[src/pkg/ckctl_pkg.sv]
// Package: constants, types and carriers of the clock control block
`default_nettype none

package ckctl_pkg;

  // Clock rates in MHz
  localparam int unsigned CKCTL_CLK_MHZ = 50;
  localparam int unsigned CKCTL_ROOT_MHZ = 16;

  // Register byte offsets on the bus
  localparam logic [11:0] CKCTL_OFS_DIV_CFG = 12'h408;
  localparam logic [11:0] CKCTL_OFS_GATE = 12'h410;
  localparam logic [11:0] CKCTL_OFS_SRC_SEL = 12'h414;
  localparam logic [11:0] CKCTL_OFS_STATUS = 12'h418;
  localparam logic [11:0] CKCTL_OFS_LP_DIS = 12'hA70;

  // Reset values
  localparam logic [15:0] CKCTL_RST_DIV_CFG = 16'h0441;
  localparam logic [15:0] CKCTL_RST_GATE = 16'h01C0;
  localparam logic [15:0] CKCTL_RST_SRC_SEL = 16'h0000;
  localparam logic [15:0] CKCTL_RST_LP_DIS = 16'h0004;

  // Writable bits; the rest read as zero
  localparam logic [15:0] CKCTL_MSK_DIV_CFG = 16'hFFFF;
  localparam logic [15:0] CKCTL_MSK_GATE = 16'h03FF;
  localparam logic [15:0] CKCTL_MSK_SRC_SEL = 16'h000F;
  localparam logic [15:0] CKCTL_MSK_LP_DIS = 16'h0007;

  // Field positions and widths
  localparam int unsigned CKCTL_SYS_DIV_LSB = 0;
  localparam int unsigned CKCTL_SYS_DIV_W = 6;
  localparam int unsigned CKCTL_CONV_DIV_LSB = 6;
  localparam int unsigned CKCTL_CONV_DIV_W = 4;
  localparam int unsigned CKCTL_SYS_SRC_LSB = 0;
  localparam int unsigned CKCTL_CONV_SRC_LSB = 2;
  localparam int unsigned CKCTL_CHOP_OFF_BIT = 2;
  localparam int unsigned CKCTL_SLEEP_OFF_BIT = 1;
  localparam int unsigned CKCTL_FE_OFF_BIT = 5;

  // Divisor limits
  localparam logic [5:0] CKCTL_SYS_DIV_MAX = 6'h20;
  localparam logic [5:0] CKCTL_DIV_ONE = 6'h01;
  localparam logic [3:0] CKCTL_CONV_DIV_TWO = 4'h2;

  // Source encodings, also the index of the source pin
  typedef enum logic [1:0] {
    CKCTL_SRC_FAST_INT = 2'b00,
    CKCTL_SRC_CRYSTAL = 2'b01,
    CKCTL_SRC_SLOW_INT = 2'b10,
    CKCTL_SRC_EXTERNAL = 2'b11
  } ckctl_src_t;

  // Avalon-MM request from the master
  typedef struct packed {
    logic read;
    logic write;
    logic [11:0] address;
    logic [3:0] byteenable;
    logic [31:0] writedata;
  } ckctl_avs_req_t;

endpackage : ckctl_pkg

`default_nettype wire

[src/verilog/ckctl_clkgen.sv]
// Glitch-free source mux and divider for one generated clock
`default_nettype none

module ckctl_clkgen #(
  parameter int unsigned DIV_W = 6
) (
  input wire logic i_clk, // System clock
  input wire logic i_rst, // Synchronous reset, high
  input wire logic [3:0] i_edge, // Edge pulses of each source
  input wire ckctl_pkg::ckctl_src_t i_sel, // Requested source
  input wire logic [DIV_W-1:0] i_div, // Requested divisor, 1 or more
  output logic o_clk, // Generated clock
  output ckctl_pkg::ckctl_src_t o_sel, // Source in use
  output logic [DIV_W-1:0] o_div // Divisor in use
);
  import ckctl_pkg::*;

  typedef enum logic [0:0] {
    CKCTL_PH_LOW = 1'b0,
    CKCTL_PH_HIGH = 1'b1
  } ckctl_phase_t;

  typedef struct packed {
    ckctl_phase_t phase;
    logic [DIV_W-1:0] cnt;
    ckctl_src_t sel;
    logic [DIV_W-1:0] div;
  } ckctl_gen_state_t;

  ckctl_gen_state_t st;
  ckctl_gen_state_t next_st;
  logic last_edge;

  // Each half period lasts div source half periods
  assign last_edge = (st.cnt + DIV_W'(1)) == st.div;

  // Count edges of the source in use; switch only at the end of a low phase
  always_comb begin
    next_st = st;
    if (i_edge[st.sel]) begin
      if (!last_edge) begin
        next_st.cnt = st.cnt + DIV_W'(1);
      end else begin
        next_st.cnt = '0;
        case (st.phase)
          CKCTL_PH_HIGH: begin
            next_st.phase = CKCTL_PH_LOW;
          end
          CKCTL_PH_LOW: begin
            if (i_sel != st.sel || i_div != st.div) begin
              next_st.sel = i_sel; // RL19
              next_st.div = i_div; // RL19
            end else begin
              next_st.phase = CKCTL_PH_HIGH;
            end
          end
          default: begin
            next_st.phase = CKCTL_PH_LOW;
          end
        endcase
      end
    end
  end

  // State register, reset to the fast internal oscillator undivided
  always_ff @(posedge i_clk) begin
    if (i_rst) begin
      st <= '{CKCTL_PH_LOW, '0, CKCTL_SRC_FAST_INT, DIV_W'(1)}; // RL17
    end else begin
      st <= next_st;
    end
  end

  assign o_clk = (st.phase == CKCTL_PH_HIGH);
  assign o_sel = st.sel;
  assign o_div = st.div;

endmodule : ckctl_clkgen

`default_nettype wire

[src/verilog/ckctl_top.sv]
// Clock control: source select, dividers, clock gates and register slave
//
// The Avalon-MM register port is this design's own decision.
`default_nettype none

// What this block does
// [RL1] Converter clock divides root by field [9:6]; the code divides by two only for value 2 and by one for any other value
// [RL2] System clock divides root by field [5:0]
// [RL3] System divisor above 32 divides by 32
// [RL4] System divisor zero behaves as one
// [RL5] Software keeps system clock at most 16 MHz
// [RL6] Converter source chosen by field [3:2]
// [RL7] System source chosen by field [1:0]
// [RL8] Software avoids slow oscillator as source
// [RL9] Chop clock stops while bit 2 set
// [RL10] Sleep timer clock stops while bit 1 set
// [RL11] Front-end control clock off while bit 5
// [RL12] Software sets two gate bits at start
// [RL13] Software leaves divider bits [15:10] alone
// [RL14] Software never writes gate bit 9
// [RL15] Divider configuration resets to 0x0441
// [RL16] Source select resets to zero
// [RL17] Power-up runs from fast internal oscillator
// [RL18] Software divides 32 MHz sources by two
// [RL19] Switching and gating never truncate pulses
module ckctl_top (
  input wire logic I_CLK, // 50 MHz system clock
  input wire logic I_SYS_RST, // Synchronous reset, high
  input wire ckctl_pkg::ckctl_avs_req_t I_AVS_REQ, // Avalon-MM request
  input wire logic [3:0] I_OSC_PINS, // Source clocks, by encoding
  output logic O_AVS_WAITREQUEST, // Avalon-MM wait
  output logic [31:0] O_AVS_READDATA, // Avalon-MM read data
  output logic O_SYS_CLK, // Divided system clock
  output logic O_CONV_CLK, // Divided converter clock
  output logic O_CHOP_CLK, // Gated chop clock
  output logic O_SLEEP_TIMER_CLK, // Gated sleep timer clock
  output logic O_FRONTEND_CTRL_CLK // Gated front-end control clock
);
  import ckctl_pkg::*;

  typedef struct packed {
    logic [3:0] sync1;
    logic [3:0] sync2;
    logic [3:0] sync3;
    logic [3:0] lvl;
    logic wreq;
    logic [31:0] rdata;
    logic [15:0] div_cfg;
    logic [15:0] gate;
    logic [15:0] src_sel;
    logic [15:0] lp_dis;
    logic chop_en;
    logic sleep_en;
    logic fe_en;
    logic chop;
    logic sleep;
    logic fe;
  } ckctl_top_state_t;

  ckctl_top_state_t st;
  ckctl_top_state_t next_st;

  logic [3:0] lvl_new;
  logic [3:0] src_edge;
  logic [5:0] sys_raw;
  logic [5:0] sys_eff;
  logic [3:0] conv_raw;
  logic [5:0] conv_eff;
  logic [1:0] conv_div_act;
  logic sys_clk;
  logic conv_clk;
  ckctl_src_t sys_src_act;
  ckctl_src_t conv_src_act;
  logic [5:0] sys_div_act;
  logic [5:0] conv_div_full;
  logic req;
  logic take;
  logic [15:0] rd_mux;
  logic [15:0] status;
  logic [15:0] lane;

  // Merge a bus write into a 16-bit register by byte lane
  function automatic logic [15:0] apply_write(
    input logic [15:0] old,
    input logic [15:0] wd,
    input logic [15:0] bm,
    input logic [15:0] msk
  );
    apply_write = ((old & ~bm) | (wd & bm)) & msk;
  endfunction : apply_write

  // Per-source level filter: a change counts once stages two and three agree
  genvar g;
  generate
    for (g = 0; g < 4; g++) begin : g_src
      assign lvl_new[g] = (st.sync2[g] == st.sync3[g]) ? st.sync3[g] : st.lvl[g];
      assign src_edge[g] = lvl_new[g] != st.lvl[g];
    end
  endgenerate

  // Effective system divisor: zero acts as one, large values saturate
  always_comb begin
    sys_raw = st.div_cfg[CKCTL_SYS_DIV_LSB +: CKCTL_SYS_DIV_W]; // RL2
    if (sys_raw == '0) begin
      sys_eff = CKCTL_DIV_ONE; // RL4
    end else if (sys_raw > CKCTL_SYS_DIV_MAX) begin
      sys_eff = CKCTL_SYS_DIV_MAX; // RL3
    end else begin
      sys_eff = sys_raw; // RL2
    end
  end

  // Effective converter divisor: only one and two exist
  always_comb begin
    conv_raw = st.div_cfg[CKCTL_CONV_DIV_LSB +: CKCTL_CONV_DIV_W]; // RL1
    if (conv_raw == CKCTL_CONV_DIV_TWO) begin
      conv_eff = 6'h02; // RL1
    end else begin
      conv_eff = CKCTL_DIV_ONE; // RL1
    end
  end

  // System clock generator
  ckctl_clkgen #(
    .DIV_W(6)
  ) u_sys_gen (
    .i_clk(I_CLK),
    .i_rst(I_SYS_RST),
    .i_edge(src_edge),
    .i_sel(ckctl_src_t'(st.src_sel[CKCTL_SYS_SRC_LSB +: 2])), // RL7
    .i_div(sys_eff),
    .o_clk(sys_clk),
    .o_sel(sys_src_act),
    .o_div(sys_div_act)
  );

  // Converter clock generator
  ckctl_clkgen #(
    .DIV_W(6)
  ) u_conv_gen (
    .i_clk(I_CLK),
    .i_rst(I_SYS_RST),
    .i_edge(src_edge),
    .i_sel(ckctl_src_t'(st.src_sel[CKCTL_CONV_SRC_LSB +: 2])), // RL6
    .i_div(conv_eff),
    .o_clk(conv_clk),
    .o_sel(conv_src_act),
    .o_div(conv_div_full)
  );

  assign conv_div_act = conv_div_full[1:0];

  // Status: sources and divisors in use, filtered source levels
  assign status = {st.lvl, conv_div_act, sys_div_act, conv_src_act, sys_src_act};

  // Bus handshake terms
  assign req = I_AVS_REQ.read | I_AVS_REQ.write;
  assign take = I_AVS_REQ.write && !st.wreq;
  assign lane = {{8{I_AVS_REQ.byteenable[1]}}, {8{I_AVS_REQ.byteenable[0]}}};

  // Read multiplexer; unmapped offsets read zero
  always_comb begin
    case (I_AVS_REQ.address)
      CKCTL_OFS_DIV_CFG: rd_mux = st.div_cfg;
      CKCTL_OFS_GATE: rd_mux = st.gate;
      CKCTL_OFS_SRC_SEL: rd_mux = st.src_sel;
      CKCTL_OFS_LP_DIS: rd_mux = st.lp_dis;
      CKCTL_OFS_STATUS: rd_mux = status;
      default: rd_mux = 16'h0000;
    endcase
  end

  // Next state of the whole block
  always_comb begin
    next_st = st;
    // Source synchronisers
    next_st.sync1 = I_OSC_PINS;
    next_st.sync2 = st.sync1;
    next_st.sync3 = st.sync2;
    next_st.lvl = lvl_new;
    // One wait cycle, then one answer cycle
    next_st.wreq = !(req && st.wreq);
    if (I_AVS_REQ.read && st.wreq) begin
      next_st.rdata = {16'h0000, rd_mux};
    end
    // Writes land at the edge where waitrequest is seen low
    if (take) begin
      case (I_AVS_REQ.address)
        CKCTL_OFS_DIV_CFG: begin
          next_st.div_cfg = apply_write(st.div_cfg, I_AVS_REQ.writedata[15:0],
                                        lane, CKCTL_MSK_DIV_CFG);
        end
        CKCTL_OFS_GATE: begin
          next_st.gate = apply_write(st.gate, I_AVS_REQ.writedata[15:0],
                                     lane, CKCTL_MSK_GATE);
        end
        CKCTL_OFS_SRC_SEL: begin
          next_st.src_sel = apply_write(st.src_sel, I_AVS_REQ.writedata[15:0],
                                        lane, CKCTL_MSK_SRC_SEL);
        end
        CKCTL_OFS_LP_DIS: begin
          next_st.lp_dis = apply_write(st.lp_dis, I_AVS_REQ.writedata[15:0],
                                       lane, CKCTL_MSK_LP_DIS);
        end
        default: begin
          next_st.rdata = st.rdata;
        end
      endcase
    end
    // Gate enables move only while their source is low
    if (!st.lvl[CKCTL_SRC_SLOW_INT]) begin
      next_st.chop_en = !st.lp_dis[CKCTL_CHOP_OFF_BIT]; // RL9 RL19
      next_st.sleep_en = !st.lp_dis[CKCTL_SLEEP_OFF_BIT]; // RL10 RL19
    end
    if (!sys_clk) begin
      next_st.fe_en = !st.gate[CKCTL_FE_OFF_BIT]; // RL11 RL19
    end
    // Gated clocks, each from a flip-flop
    next_st.chop = st.lvl[CKCTL_SRC_SLOW_INT] & st.chop_en; // RL9
    next_st.sleep = st.lvl[CKCTL_SRC_SLOW_INT] & st.sleep_en; // RL10
    next_st.fe = sys_clk & st.fe_en; // RL11
  end

  // State register
  always_ff @(posedge I_CLK) begin
    if (I_SYS_RST) begin
      st <= '0;
      st.wreq <= 1'b1;
      st.div_cfg <= CKCTL_RST_DIV_CFG; // RL15
      st.gate <= CKCTL_RST_GATE;
      st.src_sel <= CKCTL_RST_SRC_SEL; // RL16 RL17
      st.lp_dis <= CKCTL_RST_LP_DIS; // RL9 RL10
    end else begin
      st <= next_st;
    end
  end

  // Outputs straight from flip-flops
  assign O_AVS_WAITREQUEST = st.wreq;
  assign O_AVS_READDATA = st.rdata;
  assign O_SYS_CLK = sys_clk;
  assign O_CONV_CLK = conv_clk;
  assign O_CHOP_CLK = st.chop;
  assign O_SLEEP_TIMER_CLK = st.sleep;
  assign O_FRONTEND_CTRL_CLK = st.fe;

endmodule : ckctl_top

`default_nettype wire
[config.mk]
export PLATFORM = sky130hd
export DESIGN_NAME = ckctl_top
export DESIGN_NICKNAME = d
export VERILOG_FILES = /design/src/pkg/ckctl_pkg.sv /design/src/verilog/ckctl_clkgen.sv /design/src/verilog/ckctl_top.sv
export SDC_FILE = /design/constraint.sdc
export NUM_CORES = 1
export LEC_CHECK = 0
export BUFFER_PORTS_ARGS = -buffer_cell sky130_fd_sc_hd__clkbuf_2
export CAP_MARGIN = 20
export CORE_ASPECT_RATIO = 1.25
export CORE_MARGIN = 3
export CORE_UTILIZATION = 50
export CTS_CLUSTER_SIZE = 10
export DETAILED_ROUTE_END_ITERATION = 6
export GPL_TIMING_DRIVEN = 0
export PLACE_DENSITY = 0.88
export RECOVER_POWER = 50
export SLEW_MARGIN = 20
export SYNTH_ARGS = -nofsm -noshare
export SYNTH_HDL_FRONTEND = slang
export SYNTH_SLANG_ARGS = --single-unit
[constraint.sdc]
create_clock -name I_CLK -period 2.51 [get_ports I_CLK]
set_clock_uncertainty 0.15 [all_clocks]
set_input_delay 0.3765 -clock I_CLK [delete_from_list [all_inputs] [get_ports I_CLK]]
set_output_delay 0.3765 -clock I_CLK [all_outputs]
set_load 0.02 [all_outputs]
Word level (Yosys, flattened, before mapping):

Cells that the tools add are included.

* bits in registers: 118
* logic and storage cells: 111

* $add $sub $neg: 2
* $lt $le $gt $ge: 3
* equality and inequality tests: 21
* muxes and demuxes: 25
* bitwise operators: 16
* reduce and logical (&&, ||, !) cells: 20

Operator list (number)
* 96-bit two-way mux: 1
* 16-bit one-hot mux with 5 select lines: 1
* 32-bit two-way mux: 2
* 12-bit by 11-bit == test with 1-bit output (second input constant): 4
* 16-bit bitwise AND: 2
* 6-bit two-way mux: 4
* 16-bit two-way mux: 1
* 16-bit inverter: 1
* 16-bit OR: 1
* 6-bit by 1-bit adder with 6-bit output (second input constant): 2
* 12-bit == test (second input constant): 1
* 6-bit == test: 2
* 2-bit AND reduction: 6
* 10-bit bitwise AND: 1
* 10-bit two-way mux: 1
* 10-bit OR: 1
* 1-bit two-way mux: 8
* 4-bit AND reduction: 2
* 6-bit greater-than comparator (second input constant): 1
* 6-bit zero test: 1
* 2-bit by 3-bit < comparator with 1-bit output (second input constant): 2
* 2-bit by 6-bit inequality test with 1-bit output: 1
* 6-bit inequality test: 1
* 1-bit zero test: 5
* other kinds (20): 35

Depth between registers and ports, before layout:

Gate-level depths: netlist (run 1).

* depth after elaboration: 7
* depth in mapped cells: 8
* gate-level depth less buffers: 7

Modules after synthesis:

Synthesis (run 1) repeated with hierarchy kept, for this count alone.

* cell total of the unflattened synthesis: 601
* area total of the unflattened synthesis: 5305.1 sq um

By module, submodules not included
* ckctl_top: times used 1, cells each 399, area an instance 3420.8 sq um, sequential area each 1441.4 sq um
* ckctl_clkgen: times used 2, cells each 101, area an instance 942.2 sq um, sequential area each 300.3 sq um

Worst setup path before layout (run 1):

OpenSTA, ideal clock, no wires.

* kind: register -> register
* from: register u_sys_gen.st[8] (netlist bit)
* to: register u_sys_gen.st, in the netlist u_sys_gen.o_clk
* arrival time: 2230 ps
* data required time: 2293 ps
* path slack: 62 ps
* cell stages (with the launch flop): 8
* buffers on the path: 0
* period minus slack after synthesis: 2448 ps
* cells stage by stage: dfxtp_1 > ha_1 > or4bb_2 > o211ai_1 > o21a_1 > nand3b_4 > or3_1 > a21oi_2

* word-level cells in the longest chain between the ends: 3

RTL lines
* start: declaration: line ckctl_clkgen.sv:30 `ckctl_gen_state_t st;`
* start signal: assignment: line ckctl_clkgen.sv:68 `st <= '{CKCTL_PH_LOW, '0, CKCTL_SRC_FAST_INT, DIV_W'(1)};`
* start signal: assignment: line ckctl_clkgen.sv:70 `st <= next_st;`
* 6-bit by 1-bit adder with 6-bit output: line ckctl_clkgen.sv:35 `assign last_edge = (st.cnt + DIV_W'(1)) == st.div;`
* 6-bit == test: line ckctl_clkgen.sv:35
* 2-bit AND reduction (no source line)

No other way between the ends.
A chain may end at the register's enable or synchronous reset.

Final worst setup path (run 1):

* from: register st[105] (netlist bit)
* to: register u_sys_gen.st, in the netlist u_sys_gen.o_div[3]

* word-level cells in the longest chain between the ends: 5

RTL lines
* start: declaration: line ckctl_top.sv:60 `ckctl_top_state_t st;`
* start signal: assignment: line ckctl_top.sv:234 `st <= next_st;`
* 1-bit two-way mux: line ckctl_top.sv:96 `assign lvl_new[g] = (st.sync2[g] == st.sync3[g]) ? st.sync3[g] : st.lvl[g];`
* 1-bit inequality test (*): line ckctl_top.sv:97 `assign src_edge[g] = lvl_new[g] != st.lvl[g];`
* 1-bit binary-select mux with 2-bit select (*): line ckctl_clkgen.sv:40 `if (i_edge[st.sel]) begin`
* 1-bit two-way mux (implied by the code) (*): line ckctl_clkgen.sv:40
* 4-bit AND reduction (no source line) (*)

Every way passes the cells marked *; elsewhere a longest branch is shown, timed or not. The select of a mux whose other input is x is not followed.

==> metrics.md, run 1 <==
| Metric | Value |
|---|---|
| Area occupied by multi-input gates | `0.00258 mm²` |
| Vias in the first global route | `4,036` |
| Pleak | `2.29 nW` |
| CTS tree | `yes` |
| Crit path required time | `2.64 ns` |
| Die width | `93.1 µm` |
| Root Buffer Master | `clkbuf_16` |
| Global-route wire length before repair | `19,700 µm` |
| Iter 0 DRT Violations | `446` |
| Worst Hold Launch | `I_OSC_PINS[0]` |
| Reg-to-reg slack, setup | `0.03 ns` |
| IO Port Bufs | `57` |
| Failing checks | `design-rule violations` |
| Synth top cells by count | `98 x dfxtp_1, 67 x nor2_1, 43 x mux2i_1` |
| Die ar. | `0.0107 mm²` |
| Largest area contributor in the netlist | `dfxtp_1` |
| Power Dens Cells | `557 mW/mm²` |
| H-tree depth | `3` |
| Post-synth EDFFs | `0` |
| # setup viols final | `0` |
| Endpoint class of the critical path | `flop` |
| Hold endpoint | `next_st[111]` |
| Final max-slew violation count | `0` |
| Syn Inst Count | `526` |
| Hold_ws | `0.0856 ns` |
| Total Wirelength | `13,300 µm` |
| Reg2reg start | `st[105]` |
| Slew @ Worst Pin | `1.12 ns` |
| Final Hold Vio Count | `0` |
| Syn Area/Cell | `9.02 µm²` |
| Gpl congestion | `0.915` |
| Die Y | `115 µm` |
| DP Area | `0.00524 mm²` |
| Worst skew pair latency | `0.35 ns` |
| Yosys warning count | `0` |
| Antenna violations before repair | `0` |
| Asr flop ratio synth | `0%` |
| Status | `finished with violations` |
| Synth top area share | `41.3%` |
| TritonCTS Buffers | `9` |
| Fmax | `403 MHz` |
| Maximum VDD drop | `0.000432 V` |
| Io pins | `94` |
| Clk pin slew, worst setup/hold paths | `0.08 ns` |
| Drt wl/cell | `17.8 µm` |
| Detailed Place HPWL | `9100 µm` |
| Area growth syn-to-layout | `20.0%` |
| Final #Nets | `677` |
| Critical path class | `flop to flop` |
| Min-delay worst type | `input port to flop` |
| Largest fanout on the critical path | `10` |
| Synth Register Bits | `98` |
| Drt first pass iters | `7` |
| CP Launch Type | `flop` |
| N_diodes | `0` |
| Sequential share of the synthesized area | `41.3%` |
| Final instance area | `0.00569 mm²` |
| Via Count | `4,422` |
| Rows | `39` |
| GRT Overall Usage | `23.4%` |
| MaxCap Viol Count | `0` |
| Final critical-path required period | `2.48 ns` |
| Final Cycle Share | `98.8%` |
| Clock Sinks | `98` |
| Routed Antenna Nets | `0` |
| Starting Density | `51.7%` |
| Post-synth cell types | `60` |
| Top-count cell post-synth | `dfxtp_1` |
| Grt ovf | `0` |
| Top cells by area, synth | `dfxtp_1 41%, mux2i_1 9.1%, buf_4 5.4%, nor2_1 5.3%, a21oi_1 3.4%` |
| CTS max path bufs | `2` |
| FILL cells | `787` |
| Area of the core | `0.00917 mm²` |
| DRC | `3` |
| Reg-to-Reg End | `u_sys_gen.o_div[3]` |
| FF-to-FF path depth | `7` |
| Hold Path Depth | `2` |
| Final core utilization | `62.1%` |
| Cell Area, Synth | `0.00475 mm²` |
| Critical Path AT | `2.61 ns` |
| Largest net degree at the start of global routing | `20` |
| Share of layout cells above drive strength 1 | `23.4%` |
| Prevailing post-synth register cell | `dfxtp_1` |
| Via density | `5.92` |
| Max-slew headroom | `24.0%` |
| FF/Latch Area | `0.00197 mm²` |
cell usage in the layout (no fill, tap or decap), types with 4 or more instances in the layout:
cell,synthesis,routed
nor2b_1,18,18
nor4b_1,4,4
xnor2_1,11,11
a21oi_1,32,31
inv_1,4,4
xor2_1,10,10
a221oi_1,6,6
buf_4,34,42
nand2_1,36,36
nor2_1,67,67
nand4b_1,5,5
nor3_1,10,10
or3_1,4,4
clkbuf_16,0,9
a22oi_1,6,6
and3_1,6,6
nand4_1,5,5
mux2i_1,43,43
and2_1,5,5
clkbuf_2,0,58
a222oi_1,6,6
nand2b_1,6,6
conb_1,1,16
dfxtp_1,98,95
nand3_1,11,11
clkbuf_1,15,13
o21ai_0,24,24
cells by family after synthesis:
| family | Yosys count | share of synthesized area [%] |
|---|---|---|
| compound gates | 99 | 13.9 |
| xor+xnor | 21 | 3.88 |
| fa+ha+maj | 2 | 0.527 |
| buf+inv | 58 | 7.33 |
| flops | 98 | 41.3 |
| mux | 45 | 10.0 |
| other cells | 1 | 0.0790 |
| simple gates | 202 | 23.0 |
routing by layer:
metal	global-route usage, %	vias up	share of wire [%]
li1	-	2036	-
met1	27.2	2098	37
met2	42.4	248	51
met3	3.93	40	9.1
met4	9.48	0	3.3
met5	0	-	0
through the flow:
step	setup slack, ns	setup TNS (ns)	cells	power (mW)
final	0.0295	0	747	3.17
after global routing	-0.0264	-0.127	747	3.25
after detailed placement	-0.185	-2.99	721	1.82
after global placement	-0.147	-1.65	721	1.81
after floorplan	0.0622	0	541	1.74
after CTS	0.0269	0	737	3.16
area by class of cell:
cell class / instances / share of cell area (%)
plain buffers: 52 / 5.74
inverters: 4 / 0.264
clock buffers: 9 / 3.96
repair buffers: 67 / 6.33
well taps: 123 / 2.70
flip-flops and latches: 98 / 34.5
clock inverters: 7 / 1.19
multi-input cells: 387 / 45.3
worst max path at each step:
stage	start	endpoint	cells past startpoint
6_report	st[105]	u_sys_gen.o_div[3]	7
5_1_grt	st[105]	u_conv_gen.st[13]	7
4_1_cts	st[105]	u_sys_gen.o_clk	7
3_5_place_dp	I_AVS_REQ[40]	flop	7
3_3_place_gp	I_AVS_REQ[40]	flop	7
2_1_floorplan	u_sys_gen.st[8]	u_sys_gen.o_clk	7
report_power, final:
part / switching (mW) / internal (mW)
combinational: 0.129 / 0.0786
clock: 0.679 / 0.703
sequential: 0.0108 / 1.57
critical path, stage by stage, from the launching register on:
cell	delay (ns)
dfxtp_1	0.36
buf_6	0.14
or3b_4	0.38
o21a_1	0.13
mux4_2	0.56
and3b_2	0.38
nand4b_1	0.13
a21oi_1	0.19
what timing repair did:
action / in CTS / in global routing
gates cloned: 0 / 2
hold buffers: 0 / 0
pin swaps: 1 / 5
setup buffers: 0 / 10
endpoints found under the setup margin: 14 / 27
resized for setup: 5 / 12
(Power assumes the default switching activity.)
==> run 2: changes to the inputs <==
Settings changed: CORE_ASPECT_RATIO 1.25 to 1.75, CORE_UTILIZATION 50 to 51, PLACE_DENSITY 0.88 to 0.89, SYNTH_HIERARCHICAL from default to 1.
==> metrics.md, run 2 <==
| Metric | Value |
|---|---|
| Io pins | `94` |
| Worst-path cell chain | `nand3b_1 -> nor3_2 -> a21boi_0 -> a311o_1` |
| Crit path required time | `2.61 ns` |
| Critical path class | `flop to flop` |
| Fmax | `416 MHz` |
| Root Buffer Master | `clkbuf_16` |
| Placed cells | `804` |
| Cell Area, Synth | `0.00528 mm²` |
| Final max-slew violation count | `0` |
| Commonest cells after routing, fill and taps aside | `102 x dfxtp_1, 56 x nand2_1, 53 x buf_4, 43 x clkbuf_1` |
| Clock Sinks | `102` |
| IO Port Bufs | `59` |
| Via density | `5.74` |
| Yosys warning count | `6` |
| Hold_ws | `0.0799 ns` |
| Endpoint class of the critical path | `flop` |
| Largest net degree at the start of global routing | `21` |
| MaxCap Viol Count | `0` |
| Maximum VDD drop | `0.000405 V` |
| Grt ovf | `0` |
| Final Hold Vio Count | `0` |
| Antenna violations before repair | `0` |
| Syn Inst Count | `597` |
| Drt first pass iters | `5` |
| Die Y | `141 µm` |
| Max-slew headroom | `36.1%` |
| N_diodes | `0` |
| Iter 0 DRT Violations | `324` |
| Detailed Place HPWL | `10,700 µm` |
| Via Count | `4,746` |
| Power Dens Cells | `545 mW/mm²` |
| Drt wl/cell | `17.2 µm` |
| Worst skew pair latency | `0.35 ns` |
| H-tree depth | `3` |
| Vias in the first global route | `4,773` |
| CP Launch Type | `flop` |
| Slowest-stage cell, CP | `nor3_2` |
| Final #Nets | `755` |
| Die ar. | `0.0116 mm²` |
| Total Wirelength | `14,200 µm` |
| Final Cycle Share | `95.9%` |
| TritonCTS Buffers | `9` |
| GRT Overall Usage | `24.2%` |
| Starting Density | `52.9%` |
| Area growth syn-to-layout | `17.5%` |
| Clk pin slew, worst setup/hold paths | `0.08 ns` |
| DRC | `0` |
| # setup viols final | `0` |
| Status | `completed` |
| Global-route wire length before repair | `23,100 µm` |
| Die width | `82.9 µm` |
| Area of the core | `0.00997 mm²` |
| Syn Area/Cell | `8.84 µm²` |
| Final core utilization | `62.2%` |
| CP max stage delay | `0.73 ns` |
| Power Total | `3.38 mW` |
| Final critical-path required period | `2.41 ns` |
| RSZ-0062 raised after global routing | `no` |
| Share of layout cells above drive strength 1 | `20.9%` |
| Pleak | `2.29 nW` |
| CTS tree | `yes` |
| Slew @ Worst Pin | `0.951 ns` |
| Gpl congestion | `0.971` |
| Min-delay worst type | `input port to flop` |
| Rows | `48` |
| Largest fanout on the critical path | `10` |
| Non-filler cells, final | `827` |
| Routed Antenna Nets | `0` |
| Commonest non-fill, non-tap cell in the layout | `dfxtp_1` |
| Critical Path AT | `2.50 ns` |
| CTS max path bufs | `2` |
-- run 2: worst max-delay path, delay by kind of cell (launching register included) --
family | cells | cell delay (ns)
flops | 1 | 0.36
compound gates | 2 | 0.56
simple gates | 2 | 1.23
-- run 2: layout make-up --
| class | count | area [µm²] |
|---|---|---|
| Buffer | 69 | 442 |
| Clock buffer | 9 | 225 |
| Clock inverter | 7 | 103 |
| Fill cell | 871 | 3770 |
| Inverter | 6 | 22.5 |
| Multi-Input combinational cell | 442 | 2870 |
| Sequential cell | 102 | 2040 |
| Tap cell | 125 | 156 |
| Timing Repair Buffer | 67 | 337 |
-- run 2: timing repair --
| action | CTS | global route |
|---|---|---|
| hold buffers | 0 | 0 |
| pin swaps | 2 | 0 |
| gates resized for setup | 2 | 3 |
| hold endpoints to repair | 0 | 0 |
| setup buffers | 3 | 5 |
| endpoints found under the setup margin | 28 | 28 |
-- run 2: metal layers --
metal / global-route usage [%] / wire (µm)
met1: 23.9 / 5000
met2: 46.2 / 7750
met3: 4.00 / 735
met4: 14.8 / 736
met5: 0 / 0
-- run 2: worst paths after layout --
| check | from | to | slack (ns) | depth (start not counted) |
|---|---|---|---|---|
| max | O_AVS_WAITREQUEST | flop | 0.10 | 4 |
| min | I_OSC_PINS[2] | next_st[113] | 0.08 | 2 |
| min reg2reg | next_st[111] | next_st[107] | 0.30 | 1 |
| max reg2reg | O_AVS_WAITREQUEST | flop | 0.10 | 4 |
-- run 2: report_power, final --
group	switching [mW]	total [mW]	internal (mW)
registers	0.00927	1.64	1.63
logic	0.153	0.233	0.0807
clock network	0.698	1.51	0.810
total	0.859	3.38	2.52
-- run 2: metrics by stage --
step | setup TNS (ns) | cell area, µm² | setup WS, ns
after floorplan | 0 | 5360 | 0.136
after global placement | -0.831 | 5810 | -0.116
after detailed placement | -1.71 | 5810 | -0.205
after CTS | 0 | 6190 | 0.00728
after global routing | 0 | 6200 | 0.0119
final | 0 | 6200 | 0.104
==> run 3: changes to the inputs <==
Settings changed: ABC_CLOCK_PERIOD_IN_PS from default to 2510, CELL_PAD_IN_SITES_DETAIL_PLACEMENT from default to 0, CELL_PAD_IN_SITES_GLOBAL_PLACEMENT from default to 2, CORE_UTILIZATION 51 to 31.
==> metrics.md, run 3 (synthesis results as in run 2) <==
| Metric | Value |
|---|---|
| FF/Latch Area | `0.00204 mm²` |
| Min-delay worst type | `input port to flop` |
| Hold endpoint | `next_st[111]` |
| Final Cycle Share | `96.0%` |
| Die width | `105 µm` |
| Gpl congestion | `0.862` |
| Worst-path cell chain | `nand2_1 -> o21ai_0 -> mux4_2 -> nand4_2 -> nor4_4 -> buf_12 -> mux2i_1` |
| Largest fanout on the critical path | `8` |
| Max-slew headroom | `41.0%` |
| Via Count | `4,602` |
| Routed Antenna Nets | `0` |
| Final core utilization | `37.9%` |
| Vias in the first global route | `4,548` |
| Endpoint class of the critical path | `flop` |
| Detailed Place HPWL | `11,900 µm` |
| Drt wl/cell | `16.6 µm` |
| FF-to-FF path depth | `7` |
| CTS tree | `yes` |
| Worst skew pair latency | `0.35 ns` |
| N_diodes | `0` |
| Total Wirelength | `15,300 µm` |
| Largest net degree at the start of global routing | `20` |
| Power Dens Cells | `523 mW/mm²` |
| Final max-slew violation count | `0` |
| TritonCTS Buffers | `9` |
| H-tree depth | `3` |
| Via density | `4.98` |
| Die Y | `179 µm` |
| CP Launch Type | `flop` |
| FILL cells | `1,683` |
| Pleak | `2.25 nW` |
| Status | `completed` |
| CTS max path bufs | `2` |
| Io pins | `94` |
| IO Port Bufs | `59` |
| Slowest-stage cell, CP | `mux4_2` |
| Critical path class | `flop to flop` |
| # setup viols final | `0` |
| Area occupied by multi-input gates | `0.00286 mm²` |
| Starting Density | `31.9%` |
| Reg2reg start | `next_st[110]` |
| Reg-to-reg slack, setup | `0.10 ns` |
| Antenna violations before repair | `0` |
| Area of the core | `0.0165 mm²` |
| CP max stage delay | `0.43 ns` |
| Maximum VDD drop | `0.000299 V` |
| Reg-to-Reg End | `u_conv_gen/o_sel[1]` |
| Share of layout cells above drive strength 1 | `20.4%` |
| Fmax | `415 MHz` |
| Root Buffer Master | `clkbuf_16` |
| Final Hold Vio Count | `0` |
| Critical Path AT | `2.53 ns` |
| Clk pin slew, worst setup/hold paths | `0.08 ns` |
| Commonest cells after routing, fill and taps aside | `102 x dfxtp_1, 56 x nand2_1, 52 x buf_4, 45 x clkbuf_1` |
| Rows | `62` |
| MaxCap Viol Count | `0` |
| Delay-heaviest family, CP | `simple AND/OR/NAND/NOR gates` |
| Area growth syn-to-layout | `18.6%` |
| GRT Overall Usage | `16.3%` |
| Buf/Inv on CP | `1` |
| Grt ovf | `0` |
| Global-route wire length before repair | `23,700 µm` |
| DRC | `0` |
| Commonest non-fill, non-tap cell in the layout | `dfxtp_1` |
| Iter 0 DRT Violations | `211` |
| Final critical-path required period | `2.41 ns` |
| Power Total | `3.27 mW` |
| Hold Path Depth | `2` |
| Drt first pass iters | `5` |
| Slew @ Worst Pin | `0.876 ns` |
| Die ar. | `0.0187 mm²` |
| Clock Sinks | `102` |
| Worst Hold Launch | `I_OSC_PINS[0]` |
| Final #Nets | `754` |
| Crit path required time | `2.63 ns` |
| # hold bufs at CTS | `0` |
==> run 3: changes by cell type in the layout (fill, tap and decap cells not counted), moves of 2 or more <==
cell / previous run / this run
clkbuf_1: 43 / 45
o21ai_0: 38 / 36
o21ai_1: 7 / 9
clkinv_8: 2 / 0
==> run 3: per-stage QoR <==
stage               std cells  area (µm²)  setup WS [ns]  TNS, ns  hold WS (ns)
floorplan                 620        5360          0.136        0         0.264
global placement          903        5940         -0.131    -1.84         0.269
detailed placement        903        5940         -0.159    -3.15         0.276
CTS                       922        6270        0.00222        0        0.0668
global route              925        6260        -0.0104  -0.0104        0.0790
finish                    925        6260          0.101        0        0.0754
==> run 3: layout make-up <==
type | instances | area share (%)
inverter | 6 | 0.360
clock inverter | 7 | 1.04
clock buffer | 9 | 3.60
timing repair buffer | 66 | 5.24
buffer | 69 | 6.94
sequential | 102 | 32.6
multi-input combinational | 442 | 45.7
tap | 224 | 4.48
==> run 3: per-layer routing <==
| metal | track usage (%) | vias up | share of wire [%] |
|---|---|---|---|
| met4 | 10.8 | 0 | 6.2 |
| met3 | 2.64 | 44 | 3.7 |
| met1 | 16.4 | 2168 | 37 |
| li1 | - | 2252 | - |
| met5 | 0 | - | 0 |
| met2 | 30.6 | 138 | 53 |
==> run 3: worst max-delay path by stage <==
stage / start / to / cells past startpoint
2_1_floorplan: flop / u_conv_gen/o_div[0] / 7
3_3_place_gp: I_AVS_REQ[44] / O_AVS_READDATA[0] / 6
4_1_cts: st[105] / u_conv_gen/o_sel[1] / 8
3_5_place_dp: st[105] / u_conv_gen/st[9] / 7
5_1_grt: next_st[110] / u_conv_gen/o_sel[1] / 7
6_report: next_st[110] / u_conv_gen/o_sel[1] / 7
==> run 3: report_power, final <==
part           switching [mW]  internal (mW)
Sequential            0.00860           1.63
Clock                   0.700          0.701
Combinational           0.154         0.0799
Total                   0.862           2.41
==> run 3: timing repair <==
action,CTS,global route
setup buffers,3,4
resized for setup,2,2
setup endpoints to repair,28,25
cloned,0,0
pin swaps,1,0
